`config.mk`:
```
export PLATFORM = sky130hd
export DESIGN_NAME = pctc_top
export DESIGN_NICKNAME = d
export VERILOG_FILES = /design/src/pctc_pkg.sv /design/src/pctc_top.sv
export VERILOG_INCLUDE_DIRS = /design/src
export SDC_FILE = /design/constraint.sdc
export NUM_CORES = 1
export LEC_CHECK = 0
export BUFFER_PORTS_ARGS = -buffer_cell sky130_fd_sc_hd__buf_2
export CORE_ASPECT_RATIO = 0.5
export CORE_MARGIN = 2
export CORE_UTILIZATION = 48
export DETAILED_ROUTE_END_ITERATION = 10
export PLACE_DENSITY_LB_ADDON = 0.05
export SLEW_MARGIN = 5
export SYNTH_ARGS = -nofsm -noshare
export SYNTH_HDL_FRONTEND = slang
export SYNTH_SLANG_ARGS = --single-unit
export TNS_END_PERCENT = 30
```
`constraint.sdc`:
```
create_clock -name CORE_CLK_I -period 2.4 [get_ports CORE_CLK_I]
set_input_delay 0.48 -clock CORE_CLK_I [delete_from_list [all_inputs] [get_ports CORE_CLK_I]]
set_output_delay 0.48 -clock CORE_CLK_I [all_outputs]
set_load 0.05 [all_outputs]
```
`src/pctc_cfg.svh`:
```
// Function
// - power bit 0: 0 powers analog section down, 1 powers it on.
// - power bit 1 at 0 powers digital down, internal clock held high.
// - power bit 1 at 1 restarts internal clock from its high phase.
// - select pin high: power bit 2 stops (0) or starts (1) the crystal.
// - select pin high: divided clock output pin held low.
// - select pin low: crystal always runs, divided clock always driven out.
// - power bits 6..4 pick output clock, 8.192 MHz halving down to 0.064 MHz.
// - monitor select codes 000, 101, 110 put extended port bits 0..4 out.
// - other codes route internal groups; 111 carries sync and block id status.
// - sync flags 1 when synchronised; two id code bits, bit 0 least significant.
// - block id detect flag 1 on success, 0 on failure.
// - serial bits 4,0 drive pin 6: low, descrambled, or pre-descramble data.
// - pin 6 data changes only on rising edge of recovered data clock; here on a core clock edge with the bit strobe.
// - serial bit 1 holds pin 5 low at 0, drives recovered clock at 1.
// - serial bit 2: 0 differential decoding on, 1 bypassed.
// - serial bit 3: 0 descrambles all but block id bits, 1 passes through.
// - serial bits 6,5 set delay detector: xnor, delayed, test, xor.
`ifndef PCTC_CFG_SVH
`define PCTC_CFG_SVH
// register offsets on the parallel port
`define PCTC_ADDR_PWR        6'h31
`define PCTC_ADDR_MON        6'h32
`define PCTC_ADDR_SER        6'h33
// reset values and implemented-bit masks
`define PCTC_PWR_RST         8'h00
`define PCTC_MON_RST         8'h00
`define PCTC_SER_RST         8'h00
`define PCTC_PWR_MASK        8'h77
`define PCTC_MON_MASK        8'he0
`define PCTC_SER_MASK        8'h7f
// power register fields
`define PCTC_PWR_ANA         0
`define PCTC_PWR_DIG         1
`define PCTC_PWR_OSC         2
`define PCTC_PWR_DIV_LO      4
`define PCTC_PWR_DIV_HI      6
// monitor select field
`define PCTC_MON_SEL_LO      5
`define PCTC_MON_SEL_HI      7
// serial control fields
`define PCTC_SER_POST        0
`define PCTC_SER_CLK         1
`define PCTC_SER_NODIFF      2
`define PCTC_SER_NODESCR     3
`define PCTC_SER_PRE         4
`define PCTC_SER_DLY_LO      5
`define PCTC_SER_DLY_HI      6
// descrambler shift register
`define PCTC_DESCR_SEED      9'h1ff
`define PCTC_DESCR_TAP       4
// analog settling time, for reference by software timing
`define PCTC_ANA_SETTLE_MS   5
`define PCTC_CLK_MHZ         100
`endif

```
`src/pctc_pkg.sv`:
```
package pctc_pkg;
    // monitor pin 0..4 source selection
    typedef enum logic [2:0] {
        PCTC_MON_PORT0     = 3'h0,
        PCTC_MON_GRP_A     = 3'h1,
        PCTC_MON_GRP_B     = 3'h2,
        PCTC_MON_GRP_C     = 3'h3,
        PCTC_MON_GRP_D     = 3'h4,
        PCTC_MON_PORT1     = 3'h5,
        PCTC_MON_PORT2     = 3'h6,
        PCTC_MON_SYNC_STAT = 3'h7
    } pctc_mon_sel_t;
    // delay detector combining mode
    typedef enum logic [1:0] {
        PCTC_DLY_XNOR_COMBINE = 2'h0,
        PCTC_DLY_THROUGH      = 2'h1,
        PCTC_DLY_TEST_COMBINE = 2'h2,
        PCTC_DLY_XOR_COMBINE  = 2'h3
    } pctc_dly_mode_t;
endpackage : pctc_pkg

```
`src/pctc_top.sv`:
```
`timescale 1ns/1ps
`include "pctc_cfg.svh"
module pctc_top
    import pctc_pkg::*;
(
    // clock and reset
    input  wire logic       CORE_CLK_I,
    input  wire logic       SYS_RST_I,
    // parallel register port (write only)
    input  wire logic       CS_N_I,
    input  wire logic       WR_N_I,
    input  wire logic [5:0] ADDR_I,
    input  wire logic [7:0] DATA_I,
    // oscillator pins
    input  wire logic       OSC_OUTPUT_SELECT_PIN_I,
    input  wire logic       CRYSTAL_IN_PIN_I,
    output logic            CRYSTAL_RUN_O,
    output logic            DIVIDED_CLOCK_OUT_PIN_O,
    // power control
    output logic            ANALOG_POWER_ON_O,
    output logic            DIGITAL_POWER_ON_O,
    output logic            DIGITAL_CLK_O,
    // internal sources for the monitor pins
    input  wire logic [4:0] EXT_PORT_I,
    input  wire logic [4:0] MON_GRP_A_I,
    input  wire logic [4:0] MON_GRP_B_I,
    input  wire logic [4:0] MON_GRP_C_I,
    input  wire logic [4:0] MON_GRP_D_I,
    input  wire logic       FRAME_SYNC_FLAG_I,
    input  wire logic       BLOCK_SYNC_FLAG_I,
    input  wire logic       BLOCK_ID_CODE_LSB_I,
    input  wire logic       BLOCK_ID_CODE_MSB_I,
    input  wire logic       BLOCK_ID_DETECT_FLAG_I,
    // serial receive path
    input  wire logic       RECOVERED_DATA_CLOCK_I,
    input  wire logic       RX_BIT_I,
    input  wire logic       RX_BIT_STB_I,
    input  wire logic       BLOCK_ID_ACTIVE_I,
    // monitor pins
    output logic [4:0]      MONITOR_PIN_O,
    output logic            MONITOR_PIN_5_O,
    output logic            MONITOR_PIN_6_O
);

    // synchroniser stages for the asynchronous pins
    logic [1:0] cs_n_sync_reg;
    logic [1:0] wr_n_sync_reg;
    logic [5:0] addr_s1_reg;
    logic [5:0] addr_s2_reg;
    logic [7:0] data_s1_reg;
    logic [7:0] data_s2_reg;
    logic [1:0] osc_sel_sync_reg;
    logic [1:0] xtal_sync_reg;
    logic       wr_n_prev_reg;
    logic       xtal_prev_reg;

    // control registers
    logic [7:0] pwr_reg;
    logic [7:0] mon_reg;
    logic [7:0] ser_reg;

    // clock generation state
    logic [6:0] div_cnt_reg;
    logic       dig_clk_reg;
    logic       divided_clock_out_pin_reg;
    logic       divided_clock_out_pin_next;
    logic       crun_reg;
    logic       crun_next;

    // serial path state
    logic       prev_raw_reg;
    logic       prev_det_reg;
    logic [8:0] lfsr_reg;
    logic       pin6_reg;
    logic       pin6_next;
    logic [4:0] mon_out_reg;
    logic [4:0] mon_out_next;

    // decoded write strobes
    logic       wr_strobe;
    logic       wr_pwr;
    logic       wr_mon;
    logic       wr_ser;

    // decoded fields
    logic           osc_sel_high;
    logic [2:0]     div_sel;
    pctc_mon_sel_t  mon_sel;
    pctc_dly_mode_t dly_mode;

    // serial path combinational nets
    logic       det_bit;
    logic       dec_bit;
    logic       descr_bit;
    logic       lfsr_fb;
    logic       xtal_rise;

    // two-flop synchronisers for the port, oscillator select and crystal pin inputs
    always_ff @(posedge CORE_CLK_I or posedge SYS_RST_I) begin
        if (SYS_RST_I) begin
            cs_n_sync_reg    <= 2'h3;
            wr_n_sync_reg    <= 2'h3;
            addr_s1_reg      <= 6'h00;
            addr_s2_reg      <= 6'h00;
            data_s1_reg      <= 8'h00;
            data_s2_reg      <= 8'h00;
            osc_sel_sync_reg <= 2'h0;
            xtal_sync_reg    <= 2'h0;
        end else begin
            cs_n_sync_reg    <= {cs_n_sync_reg[0], CS_N_I};
            wr_n_sync_reg    <= {wr_n_sync_reg[0], WR_N_I};
            addr_s1_reg      <= ADDR_I;
            addr_s2_reg      <= addr_s1_reg;
            data_s1_reg      <= DATA_I;
            data_s2_reg      <= data_s1_reg;
            osc_sel_sync_reg <= {osc_sel_sync_reg[0], OSC_OUTPUT_SELECT_PIN_I};
            xtal_sync_reg    <= {xtal_sync_reg[0], CRYSTAL_IN_PIN_I};
        end
    end

    // edge history on the synchronised levels
    always_ff @(posedge CORE_CLK_I or posedge SYS_RST_I) begin
        if (SYS_RST_I) begin
            wr_n_prev_reg <= 1'b1;
            xtal_prev_reg <= 1'b0;
        end else begin
            wr_n_prev_reg <= wr_n_sync_reg[1];
            xtal_prev_reg <= xtal_sync_reg[1];
        end
    end

    // write taken on the rising edge of the write strobe with chip select low
    assign wr_strobe = wr_n_sync_reg[1] & ~wr_n_prev_reg & ~cs_n_sync_reg[1];
    assign wr_pwr    = wr_strobe & (addr_s2_reg == `PCTC_ADDR_PWR);
    assign wr_mon    = wr_strobe & (addr_s2_reg == `PCTC_ADDR_MON);
    assign wr_ser    = wr_strobe & (addr_s2_reg == `PCTC_ADDR_SER);

    // write-only registers, unimplemented bits kept zero
    always_ff @(posedge CORE_CLK_I or posedge SYS_RST_I) begin
        if (SYS_RST_I) begin
            pwr_reg <= `PCTC_PWR_RST;
            mon_reg <= `PCTC_MON_RST;
            ser_reg <= `PCTC_SER_RST;
        end else begin
            if (wr_pwr) begin
                pwr_reg <= data_s2_reg & `PCTC_PWR_MASK;
            end
            if (wr_mon) begin
                mon_reg <= data_s2_reg & `PCTC_MON_MASK;
            end
            if (wr_ser) begin
                ser_reg <= data_s2_reg & `PCTC_SER_MASK;
            end
        end
    end

    // field decode
    assign osc_sel_high = osc_sel_sync_reg[1];
    assign div_sel      = pwr_reg[`PCTC_PWR_DIV_HI:`PCTC_PWR_DIV_LO];
    assign mon_sel      = pctc_mon_sel_t'(mon_reg[`PCTC_MON_SEL_HI:`PCTC_MON_SEL_LO]);
    assign dly_mode     = pctc_dly_mode_t'(ser_reg[`PCTC_SER_DLY_HI:`PCTC_SER_DLY_LO]);

    // power section enables
    assign ANALOG_POWER_ON_O  = pwr_reg[`PCTC_PWR_ANA];
    assign DIGITAL_POWER_ON_O = pwr_reg[`PCTC_PWR_DIG];

    // internal clock: toggles while on, parked high while off
    always_ff @(posedge CORE_CLK_I or posedge SYS_RST_I) begin
        if (SYS_RST_I) begin
            dig_clk_reg <= 1'b1;
        end else if (pwr_reg[`PCTC_PWR_DIG]) begin
            dig_clk_reg <= ~dig_clk_reg;
        end else begin
            dig_clk_reg <= 1'b1;
        end
    end
    assign DIGITAL_CLK_O = dig_clk_reg;

    // crystal runs always with select low, else under software control
    assign crun_next = ~osc_sel_high | pwr_reg[`PCTC_PWR_OSC];

    // crystal run request leaves on a flop, running while the select sync is clear
    always_ff @(posedge CORE_CLK_I or posedge SYS_RST_I) begin
        if (SYS_RST_I) begin
            crun_reg <= 1'b1;
        end else begin
            crun_reg <= crun_next;
        end
    end
    assign CRYSTAL_RUN_O = crun_reg;

    // synchronous count of crystal rising edges forms the divider taps
    assign xtal_rise = xtal_sync_reg[1] & ~xtal_prev_reg;
    always_ff @(posedge CORE_CLK_I or posedge SYS_RST_I) begin
        if (SYS_RST_I) begin
            div_cnt_reg <= 7'h00;
        end else if (xtal_rise) begin
            div_cnt_reg <= div_cnt_reg + 7'h01;
        end
    end

    // divider select: code 0 passes the crystal, each step halves it
    always_comb begin
        divided_clock_out_pin_next = 1'b0;
        if (osc_sel_high) begin
            divided_clock_out_pin_next = 1'b0;
        end else if (div_sel == 3'h0) begin
            divided_clock_out_pin_next = xtal_sync_reg[1];
        end else begin
            divided_clock_out_pin_next = div_cnt_reg[div_sel - 3'h1];
        end
    end

    // divided clock leaves on a flop
    always_ff @(posedge CORE_CLK_I or posedge SYS_RST_I) begin
        if (SYS_RST_I) begin
            divided_clock_out_pin_reg <= 1'b0;
        end else begin
            divided_clock_out_pin_reg <= divided_clock_out_pin_next;
        end
    end
    assign DIVIDED_CLOCK_OUT_PIN_O = divided_clock_out_pin_reg;

    // monitor pins 0..4 source selection
    always_comb begin
        mon_out_next = 5'h00;
        case (mon_sel)
            PCTC_MON_PORT0: begin
                mon_out_next = EXT_PORT_I;
            end
            PCTC_MON_PORT1: begin
                mon_out_next = EXT_PORT_I;
            end
            PCTC_MON_PORT2: begin
                mon_out_next = EXT_PORT_I;
            end
            PCTC_MON_GRP_A: begin
                mon_out_next = MON_GRP_A_I;
            end
            PCTC_MON_GRP_B: begin
                mon_out_next = MON_GRP_B_I;
            end
            PCTC_MON_GRP_C: begin
                mon_out_next = MON_GRP_C_I;
            end
            PCTC_MON_GRP_D: begin
                mon_out_next = MON_GRP_D_I;
            end
            PCTC_MON_SYNC_STAT: begin
                // sync_status_monitor_group: status flags in fixed pin order
                mon_out_next = {BLOCK_ID_DETECT_FLAG_I,
                                BLOCK_ID_CODE_MSB_I,
                                BLOCK_ID_CODE_LSB_I,
                                BLOCK_SYNC_FLAG_I,
                                FRAME_SYNC_FLAG_I};
            end
            default: begin
                mon_out_next = 5'h00;
            end
        endcase
    end

    // monitor pins 0..4 registered
    always_ff @(posedge CORE_CLK_I or posedge SYS_RST_I) begin
        if (SYS_RST_I) begin
            mon_out_reg <= 5'h00;
        end else begin
            mon_out_reg <= mon_out_next;
        end
    end
    assign MONITOR_PIN_O = mon_out_reg;

    // pin 5: recovered data clock or low
    assign MONITOR_PIN_5_O = ser_reg[`PCTC_SER_CLK] & RECOVERED_DATA_CLOCK_I;

    // delay detector against the bit one period earlier
    always_comb begin
        det_bit = 1'b0;
        case (dly_mode)
            PCTC_DLY_XNOR_COMBINE: begin
                det_bit = ~(RX_BIT_I ^ prev_raw_reg);
            end
            PCTC_DLY_THROUGH: begin
                det_bit = prev_raw_reg;
            end
            PCTC_DLY_TEST_COMBINE: begin
                det_bit = RX_BIT_I;
            end
            PCTC_DLY_XOR_COMBINE: begin
                det_bit = RX_BIT_I ^ prev_raw_reg;
            end
            default: begin
                det_bit = 1'b0;
            end
        endcase
    end

    // differential decoding, then descrambling outside block id bits
    assign dec_bit   = ser_reg[`PCTC_SER_NODIFF] ? det_bit : (det_bit ^ prev_det_reg);
    assign lfsr_fb   = lfsr_reg[8] ^ lfsr_reg[`PCTC_DESCR_TAP - 1];
    assign descr_bit = (ser_reg[`PCTC_SER_NODESCR] | BLOCK_ID_ACTIVE_I) ?
                       dec_bit : (dec_bit ^ lfsr_reg[8]);

    // serial history and descrambler sequence, advanced once per bit
    always_ff @(posedge CORE_CLK_I or posedge SYS_RST_I) begin
        if (SYS_RST_I) begin
            prev_raw_reg <= 1'b0;
            prev_det_reg <= 1'b0;
            lfsr_reg     <= `PCTC_DESCR_SEED;
        end else if (RX_BIT_STB_I) begin
            prev_raw_reg <= RX_BIT_I;
            prev_det_reg <= det_bit;
            if (BLOCK_ID_ACTIVE_I) begin
                lfsr_reg <= `PCTC_DESCR_SEED;
            end else begin
                lfsr_reg <= {lfsr_reg[7:0], lfsr_fb};
            end
        end
    end

    // pin 6 source: low, descrambled, or before descrambling
    always_comb begin
        pin6_next = 1'b0;
        if (ser_reg[`PCTC_SER_PRE]) begin
            pin6_next = dec_bit;
        end else if (ser_reg[`PCTC_SER_POST]) begin
            pin6_next = descr_bit;
        end else begin
            pin6_next = 1'b0;
        end
    end

    // pin 6 updates only with the bit strobe at the clock's rising edge
    always_ff @(posedge CORE_CLK_I or posedge SYS_RST_I) begin
        if (SYS_RST_I) begin
            pin6_reg <= 1'b0;
        end else if (RX_BIT_STB_I) begin
            pin6_reg <= pin6_next;
        end
    end
    assign MONITOR_PIN_6_O = pin6_reg;

endmodule : pctc_top

```
==> results by group <==
Power and ir drop
  – Sw frac: 23.39%
  – PD cells: 880.1 nW/um^2
  – P_int: 2578 uW
  – Switching pwr: 787.1 uW
  – Comb pwr share: 11.1%
  – Flop pwr share: 47.3%
  – Worst vdd ir: 0.0006162 V
  – Lkg Pwr: 0.001793 uW
  – Clock power frac: 41.6%

GRT
  – First-pass GRT wire length: 8418 um
  – All-layer global routing usage: 16.08%
  – Vias in the first global route: 1797
  – Largest net degree at the start of global routing: 54
  – GR Layer Usage met3: 6.294%
  – Grt ovf: 0
  – Gr busiest metal: met2
  – Initial antenna violation count: 0
  – Grt met2 use: 24.69%
  – M1 GR Usage: 21.78%

Critical path
  – Crit end category: flip-flop
  – Critical Path Source Type: flip-flop
  – Critical Path AT: 2050 ps
  – Crit path required time: 2600 ps
  – CP Class: flip-flop to flip-flop
  – Max FO, Critical Path: 7

Routing
  – DRC: 0
  – DR iter-0 viols: 132
  – Via count: 1922
  – Avg WL per Cell: 13.07 um
  – Final ANT Viol Nets: 0
  – Vias/cell: 4.866
  – Drt total wl: 5162 um
  – DRT Pass-1 Iters: 4

Yosys
  – Post-synth net total: 288
  – Synth area leader: dfrtp_1
  – Synth Register Bits: 81
  – Commonest cells post-synth: dfrtp_1, nor2_1, mux2_2
  – Mean Syn Cell Area: 13.29 sq um
  – Most area-consuming cells after synthesis: dfrtp_1, dfstp_2, mux2_2
  – Cells after Synth: 231
  – Post-synthesis sequential area ratio: 66.67%
  – Ys Warns: 0
  – Post-synth EDFFs: 0
  – Cell area after synthesis: 3070 sq um
  – Count leader, synth: dfrtp_1
  – Synth cell types: 34
  – FFs w/ async S/R, synth: 100.0%
  – Post-synth top area share: 52.97%
  – Synth Flop Type: dfrtp_1

Die
  – Initial core utilization: 50.08%
  – Rows: 20
  – CORE AREA: 6131 sq um
  – I/O Pins: 66
  – Die width: 117.1 um
  – Total die area: 7092 sq um
  – Die H: 60.56 um

Finish
  – N_diodes: 0
  – Layout cells sized above 1: 41.04%
  – Synth-to-layout area growth: 24.53%
  – Fin util: 62.37%
  – FF+latch area: 2047 sq um
  – # fillers: 483
  – Multi-input logic area: 962.2 sq um
  – Non-Filler Instances: 395
  – Nets: 359
  – Final instance area: 3824 sq um
  – Number of flip-flops in the largest register: 9

Clock network
  – # resized after CTS: 0
  – Clock Path Buffers: 2
  – Setup Buffers After CTS: 0
  – Skew-Pair Late Insertion Delay: 320 ps
  – Clock tree sinks: 81
  – Clk root buf: clkbuf_16
  – Total CTS buffers: 9
  – Clock-pin slew on the worst setup and hold paths: 60 ps
  – Htree depth: 3
  – CTS tree: yes
  – Hold-fix buffers at CTS: 0

Status
  – Status: completed

Timing
  – Min Hold Slack: 102.4 ps
  – Setup_tns: 0 ps
  – Tmin final: 1852 ps
  – Fmax: 539.9 MHz
  – Fin crit share: 77.18%
  – Final hold vios: 0
  – Worst relative slew slack: 66.41%
  – Finish-stage setup viols: 0
  – Final Skew: 6.791 ps
  – Slew at the pin closest to its max-slew limit: 502.9 ps
  – RSZ-0062 raised after global routing: false
  – Slew Limit Fails: 0

Min path
  – Worst min path class: input pin to async pin

Placement
  – Gpl congestion: 0.8916
  – Detailed Place HPWL: 3865 um
  – Dpl cells: 379
  – # port buffers: 65
  – Placed cell area: 3510 sq um

Job
  – Total of max-cap violations: 0
## layout by cell type (no fill, tap or decap), drive strengths merged, types with 3 or more instances in the layout
master / Yosys / routed
xnor2: 8 / 8
xor2: 3 / 3
dfstp: 16 / 16
nor2b: 4 / 4
mux2: 23 / 23
a21oi: 16 / 16
a22oi: 4 / 4
nand2: 7 / 7
dfrtp: 65 / 65
buf: 1 / 67
ha: 3 / 3
clkbuf: 6 / 11
inv: 9 / 8
a211o: 4 / 4
o21ai: 7 / 7
nand2b: 3 / 3
nor2: 32 / 32
## critical path: stages, from the launching register on
cell and delay [ps]:
dfstp_2 520, or3b_1 390, nor4_4 260, nand3_2 240, mux2_2 330
## final timing paths
kind                             startpoint               end  slack [ps]  depth (start not counted)
min in group CORE_CLK_I              CS_N_I  cs_n_sync_reg[0]         250                          1
max in group asynchronous         SYS_RST_I  wr_n_sync_reg[0]        1720                          3
min                               SYS_RST_I    data_s1_reg[6]         100                          2
max reg2reg                wr_n_sync_reg[1]        ser_reg[6]         550                          4
max                        wr_n_sync_reg[1]        ser_reg[6]         550                          4
min reg2reg                  data_s1_reg[1]    data_s2_reg[1]         350                          0
## cell families after synthesis
| family | Yosys count | synth area share (%) |
|---|---|---|
| xor gates and xnor gates | 11 | 3.138 |
| DFF | 81 | 66.67 |
| adders and majority gates | 3 | 1.223 |
| muxes | 26 | 10.23 |
| and+or+nand+nor | 60 | 10.11 |
| AOI/OAI and AO/OA | 34 | 6.642 |
| buffers and inverters | 16 | 1.996 |
## cell type report
class,count,area share (%)
Timing Repair Buffer,67,9.228
Clock inverter,5,2.127
Sequential cell,81,53.53
Inverter,9,0.9817
Clock buffer,11,6.086
Multi-Input combinational cell,134,25.16
Tap cell,88,2.880
## per-stage QoR
| stage | total power [uW] | setup slack, ps |
|---|---|---|
| global route | 3529 | 405.7 |
| floorplan | 1868 | 685.2 |
| CTS | 3413 | 544.8 |
| detailed placement | 1995 | 550.3 |
| finish | 3365 | 547.8 |
| global placement | 1985 | 583.6 |
## power by group through the flow
stage / Clock (uW) / Sequential (uW) / Combinational [uW]
finish: 1400 / 1590 / 372
global route: 1500 / 1610 / 417
CTS: 1440 / 1590 / 380
detailed placement: 0 / 1620 / 379
global placement: 0 / 1620 / 369
floorplan: 0 / 1660 / 212
## per-layer routing
metal / vias up / share of wire [%]
li1: 927 / -
met1: 928 / 48
met2: 62 / 44
met3: 5 / 6.8
met4: 0 / 0.70
met5: - / 0
(Power assumes the default switching activity.)
